$ cat config.mk
export PLATFORM = sky130hd
export DESIGN_NAME = occ_clock_ctrl
export DESIGN_NICKNAME = d
export VERILOG_FILES = /design/src/logic/occ_pkg.sv /design/src/logic/occ_div_if.sv /design/src/logic/occ_divider.sv /design/src/logic/occ_clock_ctrl.sv
export SDC_FILE = /design/constraint.sdc
export NUM_CORES = 1
export LEC_CHECK = 0
export ABC_AREA = 1
export BUFFER_PORTS_ARGS = -buffer_cell sky130_fd_sc_hd__buf_2
export CELL_PAD_IN_SITES_DETAIL_PLACEMENT = 0
export CELL_PAD_IN_SITES_GLOBAL_PLACEMENT = 1
export CORE_ASPECT_RATIO = 0.75
export CORE_UTILIZATION = 39
export DETAILED_ROUTE_END_ITERATION = 6
export PLACE_DENSITY = 0.87
export SLEW_MARGIN = 20
export SYNTH_ARGS = -nofsm -noshare
export SYNTH_HDL_FRONTEND = slang
export SYNTH_SLANG_ARGS = --single-unit
export TNS_END_PERCENT = 20
$ cat constraint.sdc
create_clock -name clock_i -period 2.3 [get_ports clock_i]
set_input_delay 0.115 -clock clock_i [delete_from_list [all_inputs] [get_ports clock_i]]
set_output_delay 0.115 -clock clock_i [all_outputs]
set_load 0.05 [all_outputs]
$ cat src/logic/occ_pkg.sv
package occ_pkg;

    // ------------------------------------------------------------
    // Register word indices; byte addresses are index times 4
    // ------------------------------------------------------------
    localparam int unsigned IDX_CTRL0 = 32'h0000_00E0;
    localparam int unsigned IDX_CTRL1 = 32'h0000_00E1;
    localparam int unsigned IDX_MTRIM = 32'h0000_00E8;
    localparam int unsigned IDX_LTRIM = 32'h0000_00E9;
    localparam int unsigned IDX_ISTAT = 32'h0000_00F0;
    localparam int unsigned IDX_IMASK = 32'h0000_00F1;
    localparam logic [11:0] ADDR_CTRL0 = 12'(IDX_CTRL0 * 4);
    localparam logic [11:0] ADDR_CTRL1 = 12'(IDX_CTRL1 * 4);
    localparam logic [11:0] ADDR_MTRIM = 12'(IDX_MTRIM * 4);
    localparam logic [11:0] ADDR_LTRIM = 12'(IDX_LTRIM * 4);
    localparam logic [11:0] ADDR_ISTAT = 12'(IDX_ISTAT * 4);
    localparam logic [11:0] ADDR_IMASK = 12'(IDX_IMASK * 4);

    // ------------------------------------------------------------
    // Field positions
    // ------------------------------------------------------------
    localparam int SRC_SEL_BIT = 7;
    localparam int LOCK_EN_BIT = 6;
    localparam int SLEEP_HI    = 4;
    localparam int SLEEP_LO    = 3;
    localparam int CPU_HI      = 2;
    localparam int CPU_LO      = 0;
    localparam int DIV1_HI     = 7;
    localparam int DIV1_LO     = 4;
    localparam int DIV2_HI     = 3;
    localparam int DIV2_LO     = 0;
    localparam int EV_WAKE     = 0;
    localparam int EV_LOCK     = 1;
    localparam int EV_NUM      = 2;

    // ------------------------------------------------------------
    // Reset values and CTRL0 write mask
    // ------------------------------------------------------------
    localparam logic [7:0] CTRL0_RST = 8'h00;
    localparam logic [7:0] CTRL1_RST = 8'h00;
    localparam logic [7:0] CTRL0_WMASK = 8'hDF;

    // ------------------------------------------------------------
    // Timing: slow clock tick divides per sleep code
    // ------------------------------------------------------------
    localparam logic [11:0] WAKE_DIV_512 = 12'h040;
    localparam logic [11:0] WAKE_DIV_64  = 12'h200;
    localparam logic [11:0] WAKE_DIV_8   = 12'hFFF;
    localparam int unsigned LOCK_SETTLE_SLOW = 16;

    typedef enum logic [1:0] {
        SLP_512 = 2'h0,
        SLP_64  = 2'h1,
        SLP_8   = 2'h2
    } occ_sleep_t;

endpackage : occ_pkg

$ cat src/logic/occ_div_if.sv
`timescale 1ns/1ps
interface occ_div_if;
    logic       src_tick;
    logic [3:0] ratio_m1;
    logic       div_tick;
    modport ctl (output src_tick, output ratio_m1, input div_tick);
    modport div (input src_tick, input ratio_m1, output div_tick);
endinterface : occ_div_if

$ cat src/logic/occ_divider.sv
`timescale 1ns/1ps
// Divide a tick stream by ratio_m1+1; ratio only sampled at wrap
module occ_divider (
    input  wire logic clock_i,
    input  wire logic rst_b_i,
    occ_div_if.div    dv
);
    logic [3:0] cnt_q;
    logic [3:0] cnt_d;
    logic [3:0] lim_q;
    logic [3:0] lim_d;
    logic       tick_q;
    logic       tick_d;

    always_comb
    begin
        cnt_d  = cnt_q;
        lim_d  = lim_q;
        tick_d = 1'b0;
        if (dv.src_tick)
        begin
            if (cnt_q >= lim_q)
            begin
                // New ratio only at the boundary, no runt pulse
                cnt_d  = 4'h0;
                lim_d  = dv.ratio_m1;
                tick_d = 1'b1;
            end
            else
            begin
                cnt_d = cnt_q + 4'h1;
            end
        end
    end

    always_ff @(posedge clock_i or negedge rst_b_i)
    begin
        if (!rst_b_i)
        begin
            cnt_q  <= 4'h0;
            lim_q  <= 4'h0;
            tick_q <= 1'b0;
        end
        else
        begin
            cnt_q  <= cnt_d;
            lim_q  <= lim_d;
            tick_q <= tick_d;
        end
    end

    assign dv.div_tick = tick_q;
endmodule : occ_divider

$ cat src/logic/occ_clock_ctrl.sv
// The APB register port is this design's own decision.
`timescale 1ns/1ps
// How it works
// - Nominal 32 kHz low-speed source provided
// - One select bit picks crystal or oscillator
// - Oscillator tick offered to digital blocks, whatever the select bit
// - Factory low-speed trim loaded at reset
// - Oscillator in low-current mode during sleep
// - Upper nibble sets first divider, n-1
// - Lower nibble sets second divider, n-1
// - Main oscillator gives 48 and 24 MHz
// - Lock enable locks main oscillator to crystal
// - Main trim loads 5 V factory value
module occ_clock_ctrl #(
    parameter logic [7:0] MTRIM_FACTORY = 8'h80,
    parameter logic [7:0] LTRIM_FACTORY = 8'h80
) (
    input  wire logic        clock_i,
    input  wire logic        rst_b_i,
    input  wire logic        psel_i,
    input  wire logic        penable_i,
    input  wire logic        pwrite_i,
    input  wire logic [11:0] paddr_i,
    input  wire logic [31:0] pwdata_i,
    output logic      [31:0] prdata_o,
    output logic             pready_o,
    output logic             pslverr_o,
    input  wire logic        lso_tick_i,
    input  wire logic        xtal_tick_i,
    input  wire logic        xtal_stable_i,
    input  wire logic        main_tick_i,
    input  wire logic        sleep_i,
    output logic             slow_tick_o,
    output logic             blocks_slow_tick_o,
    output logic             lso_low_power_o,
    output logic             wake_irq_tick_o,
    output logic             main_lock_en_o,
    output logic      [7:0]  main_osc_trim_o,
    output logic      [7:0]  low_speed_osc_trim_o,
    output logic      [2:0]  cpu_rate_o,
    output logic             sys_div1_tick_o,
    output logic             sys_div2_tick_o,
    output logic             irq_o
);
    // ------------------------------------------------------------
    // Register file
    // ------------------------------------------------------------
    logic [7:0]  ctrl0_q;
    logic [7:0]  ctrl0_d;
    logic [7:0]  ctrl1_q;
    logic [7:0]  ctrl1_d;
    logic [7:0]  mtrim_q;
    logic [7:0]  mtrim_d;
    logic [7:0]  ltrim_q;
    logic [7:0]  ltrim_d;
    logic [1:0]  stat_q;
    logic [1:0]  stat_d;
    logic [1:0]  mask_q;
    logic [1:0]  mask_d;
    logic        trim_load_q;
    logic        trim_load_d;
    logic [2:0]  cpu_q;
    logic [2:0]  cpu_d;
    logic [31:0] rdata_q;
    logic [31:0] rdata_d;
    logic        err_q;
    logic        err_d;
    logic        wr_acc;
    logic        rd_acc;
    logic        hit;
    logic [1:0]  events;

    assign wr_acc = psel_i && penable_i && pwrite_i;
    assign rd_acc = psel_i && !penable_i && !pwrite_i;

    always_comb
    begin
        hit = (paddr_i == occ_pkg::ADDR_CTRL0) || (paddr_i == occ_pkg::ADDR_CTRL1)
           || (paddr_i == occ_pkg::ADDR_MTRIM) || (paddr_i == occ_pkg::ADDR_LTRIM)
           || (paddr_i == occ_pkg::ADDR_ISTAT) || (paddr_i == occ_pkg::ADDR_IMASK);
    end

    always_comb
    begin
        ctrl0_d     = ctrl0_q;
        ctrl1_d     = ctrl1_q;
        mtrim_d     = mtrim_q;
        ltrim_d     = ltrim_q;
        mask_d      = mask_q;
        trim_load_d = 1'b0;
        // Set wins over a write-one clear in the same cycle
        stat_d      = stat_q;
        if (trim_load_q)
        begin
            mtrim_d = MTRIM_FACTORY;
            ltrim_d = LTRIM_FACTORY;
        end
        if (wr_acc)
        begin
            unique case (paddr_i)
                occ_pkg::ADDR_CTRL0: ctrl0_d = pwdata_i[7:0] & occ_pkg::CTRL0_WMASK;
                occ_pkg::ADDR_CTRL1: ctrl1_d = pwdata_i[7:0];
                occ_pkg::ADDR_MTRIM: mtrim_d = pwdata_i[7:0];
                occ_pkg::ADDR_LTRIM: ltrim_d = pwdata_i[7:0];
                occ_pkg::ADDR_ISTAT: stat_d  = stat_q & ~pwdata_i[1:0];
                occ_pkg::ADDR_IMASK: mask_d  = pwdata_i[1:0];
                default:             stat_d  = stat_q;
            endcase
        end
        stat_d = stat_d | events;
    end

    // Reads answer in the access phase; main trim is write-only
    always_comb
    begin
        rdata_d = rdata_q;
        err_d   = err_q;
        if (rd_acc)
        begin
            err_d   = !hit;
            rdata_d = 32'h0000_0000;
            if (paddr_i == occ_pkg::ADDR_CTRL0)
            begin
                rdata_d[7:0] = ctrl0_q;
            end
            if (paddr_i == occ_pkg::ADDR_CTRL1)
            begin
                rdata_d[7:0] = ctrl1_q;
            end
            if (paddr_i == occ_pkg::ADDR_LTRIM)
            begin
                rdata_d[7:0] = ltrim_q;
            end
            if (paddr_i == occ_pkg::ADDR_ISTAT)
            begin
                rdata_d[1:0] = stat_q;
            end
            if (paddr_i == occ_pkg::ADDR_IMASK)
            begin
                rdata_d[1:0] = mask_q;
            end
        end
        else if (psel_i && !penable_i)
        begin
            err_d   = !hit;
            rdata_d = 32'h0000_0000;
        end
    end

    always_ff @(posedge clock_i or negedge rst_b_i)
    begin
        if (!rst_b_i)
        begin
            ctrl0_q     <= occ_pkg::CTRL0_RST;
            ctrl1_q     <= occ_pkg::CTRL1_RST;
            mtrim_q     <= 8'h00;
            ltrim_q     <= 8'h00;
            stat_q      <= 2'h0;
            mask_q      <= 2'h0;
            trim_load_q <= 1'b1;
            rdata_q     <= 32'h0000_0000;
            err_q       <= 1'b0;
        end
        else
        begin
            ctrl0_q     <= ctrl0_d;
            ctrl1_q     <= ctrl1_d;
            mtrim_q     <= mtrim_d;
            ltrim_q     <= ltrim_d;
            stat_q      <= stat_d;
            mask_q      <= mask_d;
            trim_load_q <= trim_load_d;
            rdata_q     <= rdata_d;
            err_q       <= err_d;
        end
    end

    assign pready_o  = 1'b1;
    assign prdata_o  = rdata_q;
    assign pslverr_o = psel_i && penable_i && err_q;
    assign irq_o     = |(stat_q & mask_q);
    assign main_osc_trim_o      = mtrim_q;
    assign low_speed_osc_trim_o = ltrim_q;

    // ------------------------------------------------------------
    // Slow clock, sleep timer, lock
    // ------------------------------------------------------------
    logic        slow_tick;
    logic [11:0] wake_cnt_q;
    logic [11:0] wake_cnt_d;
    logic [11:0] wake_lim;
    logic        wake_q;
    logic        wake_d;
    logic [4:0]  lock_cnt_q;
    logic [4:0]  lock_cnt_d;
    logic        locked_q;
    logic        locked_d;
    logic        lock_en;

    assign slow_tick = ctrl0_q[occ_pkg::SRC_SEL_BIT] ? xtal_tick_i : lso_tick_i;
    assign lock_en   = ctrl0_q[occ_pkg::LOCK_EN_BIT] && xtal_stable_i;

    always_comb
    begin
        unique case (occ_pkg::occ_sleep_t'(ctrl0_q[occ_pkg::SLEEP_HI:occ_pkg::SLEEP_LO]))
            occ_pkg::SLP_512: wake_lim = occ_pkg::WAKE_DIV_512;
            occ_pkg::SLP_64:  wake_lim = occ_pkg::WAKE_DIV_64;
            default:          wake_lim = occ_pkg::WAKE_DIV_8;
        endcase
    end

    always_comb
    begin
        wake_cnt_d = wake_cnt_q;
        wake_d     = 1'b0;
        lock_cnt_d = lock_cnt_q;
        locked_d   = locked_q;
        if (slow_tick)
        begin
            if (wake_cnt_q >= wake_lim - 12'h001)
            begin
                wake_cnt_d = 12'h000;
                wake_d     = 1'b1;
            end
            else
            begin
                wake_cnt_d = wake_cnt_q + 12'h001;
            end
        end
        if (!lock_en)
        begin
            lock_cnt_d = 5'h00;
            locked_d   = 1'b0;
        end
        else if (slow_tick && !locked_q)
        begin
            lock_cnt_d = lock_cnt_q + 5'h01;
            locked_d   = lock_cnt_q == 5'(occ_pkg::LOCK_SETTLE_SLOW - 1);
        end
        events = 2'h0;
        events[occ_pkg::EV_WAKE] = wake_q;
        events[occ_pkg::EV_LOCK] = locked_d && !locked_q;
    end

    // CPU rate follows the field only on a main clock tick
    always_comb
    begin
        cpu_d = main_tick_i ? ctrl0_q[occ_pkg::CPU_HI:occ_pkg::CPU_LO] : cpu_q;
    end

    always_ff @(posedge clock_i or negedge rst_b_i)
    begin
        if (!rst_b_i)
        begin
            wake_cnt_q <= 12'h000;
            wake_q     <= 1'b0;
            lock_cnt_q <= 5'h00;
            locked_q   <= 1'b0;
            cpu_q      <= 3'h0;
        end
        else
        begin
            wake_cnt_q <= wake_cnt_d;
            wake_q     <= wake_d;
            lock_cnt_q <= lock_cnt_d;
            locked_q   <= locked_d;
            cpu_q      <= cpu_d;
        end
    end

    assign slow_tick_o        = slow_tick;
    assign blocks_slow_tick_o = lso_tick_i;
    assign lso_low_power_o    = sleep_i;
    assign wake_irq_tick_o    = wake_q;
    assign main_lock_en_o     = lock_en;
    assign cpu_rate_o         = cpu_q;

    // ------------------------------------------------------------
    // System dividers off the 24 MHz main tick
    // ------------------------------------------------------------
    occ_div_if div1_if ();
    occ_div_if div2_if ();

    assign div1_if.src_tick = main_tick_i;
    assign div1_if.ratio_m1 = ctrl1_q[occ_pkg::DIV1_HI:occ_pkg::DIV1_LO];
    assign div2_if.src_tick = main_tick_i;
    assign div2_if.ratio_m1 = ctrl1_q[occ_pkg::DIV2_HI:occ_pkg::DIV2_LO];

    occ_divider u_div1 (
        .clock_i (clock_i),
        .rst_b_i (rst_b_i),
        .dv      (div1_if.div)
    );

    occ_divider u_div2 (
        .clock_i (clock_i),
        .rst_b_i (rst_b_i),
        .dv      (div2_if.div)
    );

    assign sys_div1_tick_o = div1_if.div_tick;
    assign sys_div2_tick_o = div2_if.div_tick;
endmodule : occ_clock_ctrl

### Word-level counts from Yosys, hierarchy flattened

Cells that the tools add are included.

* add/subtract/negate cells: 5
* multiply operators: 0
* divide/modulo/power cells: 0
* $lt $le $gt $ge: 3
* eq/ne operators: 9
* shift-type cells: 0
* mux-type cells: 32
* bitwise gates (word level): 4
* reductions and logical operators: 25

Operator list (number)
* $eq 12x10->1 const B: 6
* $mux 8: 9
* $mux 32: 2
* $pmux 12 s2: 1
* $add 12x1->12 const B: 1
* $ge 12x12->1: 1
* $mux 12: 1
* $sub 12x1->12 const B: 1
* $mux 1: 11
* $mux 5: 2
* $reduce_and 2->1: 5
* $add 4x1->4 const B: 2
* $ge 4x4->1: 2
* $logic_and 1x1->1: 8
* $mux 2: 4
* $mux 4: 2
* $add 5x1->5 const B: 1
* $eq 5x4->1 const B: 1
* $logic_or 1x1->1: 5
* $and 2x2->2: 2
* $logic_not 1->1: 4
* $eq 2x1->1 const B: 1
* $logic_not 2->1: 1
* $ne 2x1->1 const B: 1
* 4 further kinds: 4

* register bits after elaboration: 109
* bits in latches: 0
* bits in writable memories: 0
* bits in read-only memories: 0
* input bits: 54
* memories kept: 0

### Depth between registers and ports, before layout

Gate-level depths: netlist of the first run.

* depth after elaboration: 9
* gate-level depth with buffers: 12
* depth with buffers taken out: 12

### Hierarchy

Synthesis of the first run repeated with hierarchy kept, for this count alone.

* cell total of the unflattened synthesis: 541
* area total of the unflattened synthesis: 4733.3 um^2

Modules (own cells, without submodules)
* occ_clock_ctrl: times used 1, cells an instance 427, area each 3707.3 um^2, seq. area each 1677.9 um^2
* occ_divider: times used 2, cells an instance 57, area each 513.0 um^2, seq. area each 225.2 um^2

### Least setup slack after synthesis of the first run

Ideal clock, no wire load.

* path kind: flip-flop to flip-flop
* from: register ctrl0_q[4]
* to: register wake_cnt_q[10]
* setup time: 0.072 ns
* data arrival time: 1.547 ns
* slack: 0.681 ns
* stages on the path, launching flop included: 12
* path buffers: 0
* path through: dfrtp_1 > inv_1 > ha_1 > nand2_1 > inv_1 > o21bai_1 > nand2_1 > a21oi_1 > nand3_1 > nand2_1 > inv_1 > nor2_1

* longest elaborated chain between the ends: 5

RTL lines
* start: declaration: line occ_clock_ctrl.sv:48 `logic [7:0] ctrl0_q;`
* start signal: assignment: line occ_clock_ctrl.sv:154 `ctrl0_q <= occ_pkg::CTRL0_RST;`
* start signal: assignment: line occ_clock_ctrl.sv:166 `ctrl0_q <= ctrl0_d;`
* $eq 2x1->1 / $logic_not 2->1 (equally long branches): line occ_clock_ctrl.sv:205 `unique case (occ_pkg::occ_sleep_t'(ctrl0_q[occ_pkg::SLEEP_HI:occ_pkg::SLEEP_LO]))`
* $pmux 12 s2 (*): line occ_clock_ctrl.sv:205
* $sub 12x1->12 (*): line occ_clock_ctrl.sv:220 `if (wake_cnt_q >= wake_lim - 12'h001)`
* $ge 12x12->1 (*): line occ_clock_ctrl.sv:220
* $mux 12 (*): line occ_clock_ctrl.sv:220
* end signal: assignment: line occ_clock_ctrl.sv:263 `wake_cnt_q <= wake_cnt_d;`
* end: declaration: line occ_clock_ctrl.sv:189 `logic [11:0] wake_cnt_q;`

Every way passes the cells marked *; elsewhere a longest branch is shown, timed or not.
A chain may end at the register's enable or synchronous reset.

### Worst setup path after layout of the first run

* from: register ctrl0_q[4]
* to: register wake_cnt_q[7]

The elaborated chain is that of the path after synthesis.

==> results of run 1 <==
layout make-up:
cell class	instances	area, um2	share of cell area
clock buffers	12	246	0.0461
repair buffers	66	355	0.0665
inverters	76	292	0.0546
flip-flops and latches	85	2130	0.398
clock inverters	4	72.6	0.0136
multi-input cells	376	2050	0.383
well taps	162	203	0.0379
metal layers:
layer	global-route usage	vias to the layer above	part of all wire
li1	-	1836	-
met1	0.253	1696	0.50
met2	0.274	75	0.44
met3	0.0419	13	0.048
met4	0.0500	0	0.0097
met5	0	-	0
worst max-delay path: stages, from the launching register on:
cell and delay [ns]:
dfrtp_1 0.39, inv_1 0.11, ha_1 0.32, nand2_1 0.07, inv_1 0.03, o21bai_1 0.11, nand2_1 0.07, a21oi_1 0.11
nand3_1 0.15, nand2_1 0.18, inv_1 0.15, nor2_1 0.13
state kept, by name (all words and copies together), names as in the netlist, 5 cells and up:
signal / flops
wake_cnt_q: 12
ctrl1_q: 8
main_osc_trim_o: 8
prdata_o: 8
ctrl0_q: 7
lock_cnt_q: 5
low_speed_osc_trim_o: 8
cells by family after synthesis:
group	Yosys count	synth area share
and+or+nand+nor	240	0.243
buffers and inverters	111	0.120
DFF	85	0.459
AOI/OAI and AO/OA	80	0.105
adders and majority gates	20	0.0539
xor gates and xnor gates	10	0.0189
other	2	0.00162
per-stage QoR:
step,worst slack (ns),std cells,utilization
after global placement,0.433,764,0.432
after global routing,0.228,781,0.460
after detailed placement,0.395,764,0.432
final,0.388,781,0.460
after CTS,0.380,781,0.460
after floorplan,0.681,572,-
worst max-delay path by stage:
stage	startpoint	end	slack (ns)	depth (start not counted)
6_report	ctrl0_q[4]	wake_cnt_q[7]	0.39	11
5_1_grt	ctrl0_q[4]	wake_cnt_q[7]	0.23	9
4_1_cts	ctrl0_q[4]	wake_cnt_q[7]	0.38	11
3_5_place_dp	ctrl0_q[4]	wake_cnt_q[7]	0.40	11
3_3_place_gp	ctrl0_q[4]	wake_cnt_q[10]	0.43	11
2_1_floorplan	ctrl0_q[4]	wake_cnt_q[10]	0.68	11
Yosys cell counts (all sizes together):
master  instances
and3            1
nor3b           1
nor3            6
a21oi          14
dfrtp          84
a22o            2
o21bai          1
xnor2           4
or2             3
a21o            2
o22ai           2
ha             20
buf            34
inv            73
clkbuf          1
xor2            6
o211ai          7
o21ai          50
nand3          41
o31ai           2
nand4           5
nor2           43
nand3b          2
clkinv          3
dfstp           1
nand2         138
conb            2
power by group:
part	leakage (uW)	switching (uW)	internal [uW]
clock	0.000153	576	980
combinational	0.00149	309	107
sequential	0.00115	50.3	1550
total	0.00279	936	2640
cell usage in the layout, fill, tap and decap left out, drive strengths merged, types with 3 or more instances in the layout:
cell      n
a21oi    14
buf      65
clkbuf   12
clkinv    4
conb     26
dfrtp    84
ha       20
inv      73
nand2   138
nand3    41
nand4     5
nor2     43
nor3      6
o211ai    7
o21ai    50
or2       3
xnor2     4
xor2      6
==> results.txt, run 1 <==
Worst r2r dst: wake_cnt_q[7]
Initial antenna violation count: 0
Setup TNS: 0 ns
Largest net degree at the start of global routing: 60
Placed cell area: 5010 um2
Design Area, Final: 5340 um2
Hold Path Stages: 3
Crit Path Class: register to register
Synth area leaders: dfrtp_1 45%, nand2_1 11%, inv_1 5.8%
CTS tree: done
Worst hold path type: primary input to register
Root Driver: clkbuf_16
FF+latch count, synth: 85
Number of setup violations in the final report: 0
Starting DRT DRC Count: 298
Initial DRT Pass Iterations: 4
Post-DP HPWL: 7560 um
Pwr dens: 669 nW/um2
DIE AREA: 12300 um2
GP Congestion: 0.825
Layout area overhead: 15.2%
Period utilization: 0.831
Worst reg2reg path depth: 11
Worst Hold Slack: 0.0882 ns
Filler instances: 1151
Crit Reg-Reg Startpoint: ctrl0_q[4]
H-Tree Depth: 3
Mapped cell area: 4640 um2
Synth Instances: 548
MaxCap Viol Count: 0
Die height: 96.5 um
CTS Hold Buffers Added: 1
Number of routed nets with antenna violations: 0
Maximum vdd ir drop: 342 uV
Clock network latency to the later pin of the worst-skew pair: 0.34 ns
Worst-Margin Slew: 0.549 ns
RSZ-0062 raised after global routing: false
Status: finished clean
Initial core utilization: 0.400
Wire per inst: 12.9 um
GRT Total Usage: 0.179
Core Rows: 34
WHS Endpoint: stat_q[0]
Top Ports: 115
Critical path capture point type: register
Crit path max fanout: 7
Clock buffer depth: 2
NumNets Final: 688
Clk pin slew, worst setup/hold paths: 0.06 ns
# clock sinks: 85
Critical Path Start Type: register
Skew final: 0.00270 ns
Vias in the first global route: 3399
Achievable clock frequency: 523 MHz
Ys Warns: 0
First-pass GRT wire length: 16700 um
Antenna fix cells: 0
# Post-CTS Setup Buffers: 0
Core Region: 11600 um2
WL final: 10000 um
Headroom to the max-slew limit: 0.634
Dominant cell type by area after synthesis: dfrtp_1
Distinct cells, synth: 42
Gr ovfl total: 0
IO buf count: 63
Critical Path AT: 2.18 ns
Residual DRC count: 0
Hold path start: pwdata_i[0]
Final min period: 1.91 ns
Reg2reg setup slack: 0.39 ns
Hold Vio Cnt, Final: 0
Number of vias in the routed layout: 3620
CP required: 2.57 ns
Yosys top cell area share: 0.453
CTS buffer count: 9
Seq/Total Area, Yosys: 0.459
Slew Viols, Final: 0
Post_cts resized: 0
DR vias/cell: 4.64
Static leakage: 0.00279 uW
Die W: 128 um
Final Power: 3570 uW
Avg Inst Size Synth: 8.47 um2
Layout cells sized above 1: 0.187
No activity file was read; power rests on OpenSTA's default activity.
==> run 2: changes to the inputs <==
--- a/config.mk
+++ b/config.mk
@@ -10,9 +10,9 @@
 export CELL_PAD_IN_SITES_DETAIL_PLACEMENT = 0
 export CELL_PAD_IN_SITES_GLOBAL_PLACEMENT = 1
 export CORE_ASPECT_RATIO = 0.75
-export CORE_UTILIZATION = 39
+export CORE_UTILIZATION = 36
 export DETAILED_ROUTE_END_ITERATION = 6
-export PLACE_DENSITY = 0.87
+export PLACE_DENSITY = 0.85
 export SLEW_MARGIN = 20
 export SYNTH_ARGS = -nofsm -noshare
 export SYNTH_HDL_FRONTEND = slang
==> constraint.sdc (replaced) <==
create_clock -name clock_i -period 1.6 [get_ports clock_i]
set_input_delay 0.08 -clock clock_i [delete_from_list [all_inputs] [get_ports clock_i]]
set_output_delay 0.08 -clock clock_i [all_outputs]
set_load 0.05 [all_outputs]
==> results.txt, run 2 (synthesis results as in run 1) <==
Dpl cells: 792
Worst hold path type: primary input to register
Antenna fix cells: 0
Clock buffer depth: 2
Crit path max fanout: 4
Largest net degree at the start of global routing: 40
Skew final: 0.00930 ns
Most frequent cells in the layout: 126 x nand2_1, 84 x dfrtp_1, 67 x inv_1
WL final: 10500 um
IO buf count: 63
NumNets Final: 713
Static leakage: 0.00292 uW
Core Region: 12400 um2
Gr ovfl total: 0
CTS buffer count: 9
Post-DP HPWL: 8180 um
Layout cells sized above 1: 0.250
Status: complete, but fails checks
First-pass GRT wire length: 17600 um
Worst-Margin Slew: 0.535 ns
Design Area, Final: 5590 um2
Top reg by flops: wake_cnt_q
Starting DRT DRC Count: 176
RSZ-0062 raised after global routing: true
Internal power: 3670 uW
# clock sinks: 85
GP Congestion: 0.849
Residual DRC count: 0
Filler instances: 1240
DR vias/cell: 4.62
Most common cell after layout, fill and taps aside: nand2_1
Number of routed nets with antenna violations: 0
Layout area overhead: 20.5%
CP required: 1.88 ns
Max FFs per register: 12
Clock power share: 0.415
Crit-path cells: inv_2, ha_1, nand2_2, o21bai_1, nand2_1, a21oi_2, nand3_2, buf_4, nor2_1, nand2_1, nand2_1
Root Driver: clkbuf_16
Number of vias in the routed layout: 3742
Initial core utilization: 0.373
Initial DRT Pass Iterations: 4
Slowest-stage cell, CP: dfrtp_1
H-Tree Depth: 3
Die height: 100 um
Switching Fraction: 0.274
Top Ports: 115
MaxCap Viol Count: 0
Placed cell area: 5200 um2
Headroom to the max-slew limit: 0.643
Wire per inst: 13.0 um
Achievable clock frequency: 581 MHz
DIE AREA: 13400 um2
Initial antenna violation count: 0
Core Rows: 35
Worst Hold Slack: 0.0422 ns
Crit Path Class: register to register
GRT Total Usage: 0.169
Critical path capture point type: register
NetSw: 1390 uW
Vias in the first global route: 3572
Maximum vdd ir drop: 586 uV
CTS tree: done
Fin cells: 810
Most frequent CP cell: nand2_1
Number of setup violations in the final report: 13
Worst path max stage delay: 0.39 ns
Pwr dens: 904 nW/um2
Clock network latency to the later pin of the worst-skew pair: 0.34 ns
Hold Vio Cnt, Final: 0
Clk pin slew, worst setup/hold paths: 0.06 ns
Part of the power in registers: 0.456
Setup WS post-layout: -0.122 ns
Critical Path Start Type: register
Critical Path AT: 2.00 ns
Period utilization: 1.08
Die W: 133 um
Finished Core Util: 0.450
Combinational Power Share: 0.129
Final min period: 1.72 ns
Slew Viols, Final: 0
Failing checks: setup timing
## run 2: cell count changes in the layout (fill, tap and decap cells not counted), sizes merged
cell and change:
clkinv -1, buf +24, clkinvlp +3, bufinv -1
## run 2: path summary, 6_finish.rpt
path,start,slack (ns),cells past startpoint,to
worst max-delay path,ctrl0_q[4],-0.12,11,wake_cnt_q[11]
worst min-delay path,pwdata_i[7],0.04,3,low_speed_osc_trim_o[7]
worst max register to register,ctrl0_q[4],-0.12,11,wake_cnt_q[11]
worst min register to register,prdata_o[1],0.48,2,prdata_o[1]
max in group asynchronous,rst_b_i,0.75,3,ctrl1_q[5]
min in group asynchronous,rst_b_i,0.26,2,u_div2.cnt_q[0]
## run 2: final cells by class
type / instances / area (um2) / share of cell area
Sequential cell: 85 / 2130 / 0.380
Multi-Input combinational cell: 376 / 2120 / 0.378
Timing Repair Buffer: 91 / 546 / 0.0975
Inverter: 76 / 294 / 0.0526
Clock buffer: 11 / 243 / 0.0434
Tap cell: 166 / 208 / 0.0371
Clock inverter: 5 / 60.1 / 0.0107
## run 2: power groups by stage
stage / combinational [uW] / sequential (uW) / clock (uW)
global route: 734 / 2320 / 2260
CTS: 651 / 2300 / 2150
floorplan: 483 / 2340 / 0
detailed placement: 634 / 2340 / 0
global placement: 618 / 2340 / 0
finish: 655 / 2310 / 2100
## run 2: routing by layer
layer,GRT usage,part of all wire
met1,0.234,0.49
met2,0.259,0.45
met3,0.0495,0.044
met4,0.0455,0.016
met5,0,0
## run 2: stage by stage
step / setup TNS (ns) / setup WS [ns] / power, uW
4_1_cts: -0.927 / -0.101 / 5110
5_1_grt: -2.83 / -0.213 / 5310
6_report: -0.865 / -0.122 / 5060
3_3_place_gp: -0.387 / -0.0625 / 2960
3_5_place_dp: -1.71 / -0.185 / 2980
2_1_floorplan: 0 / 0.0278 / 2820
## run 2: worst max-delay path: cells and delay by family (launching register included)
kind | cells | cell delay [ns]
compound gates | 2 | 0.23
fa+ha+maj | 1 | 0.31
buf+inv | 2 | 0.25
simple gates | 6 | 0.48
flops | 1 | 0.39
## run 2: timing repair
action | CTS | global route
hold endpoints to repair | 33 | 0
hold buffers | 1 | 0
gates resized for setup | 6 | 14
pin swaps | 6 | 4
buffers inserted | 1 | 0
setup endpoints to repair | 13 | 29
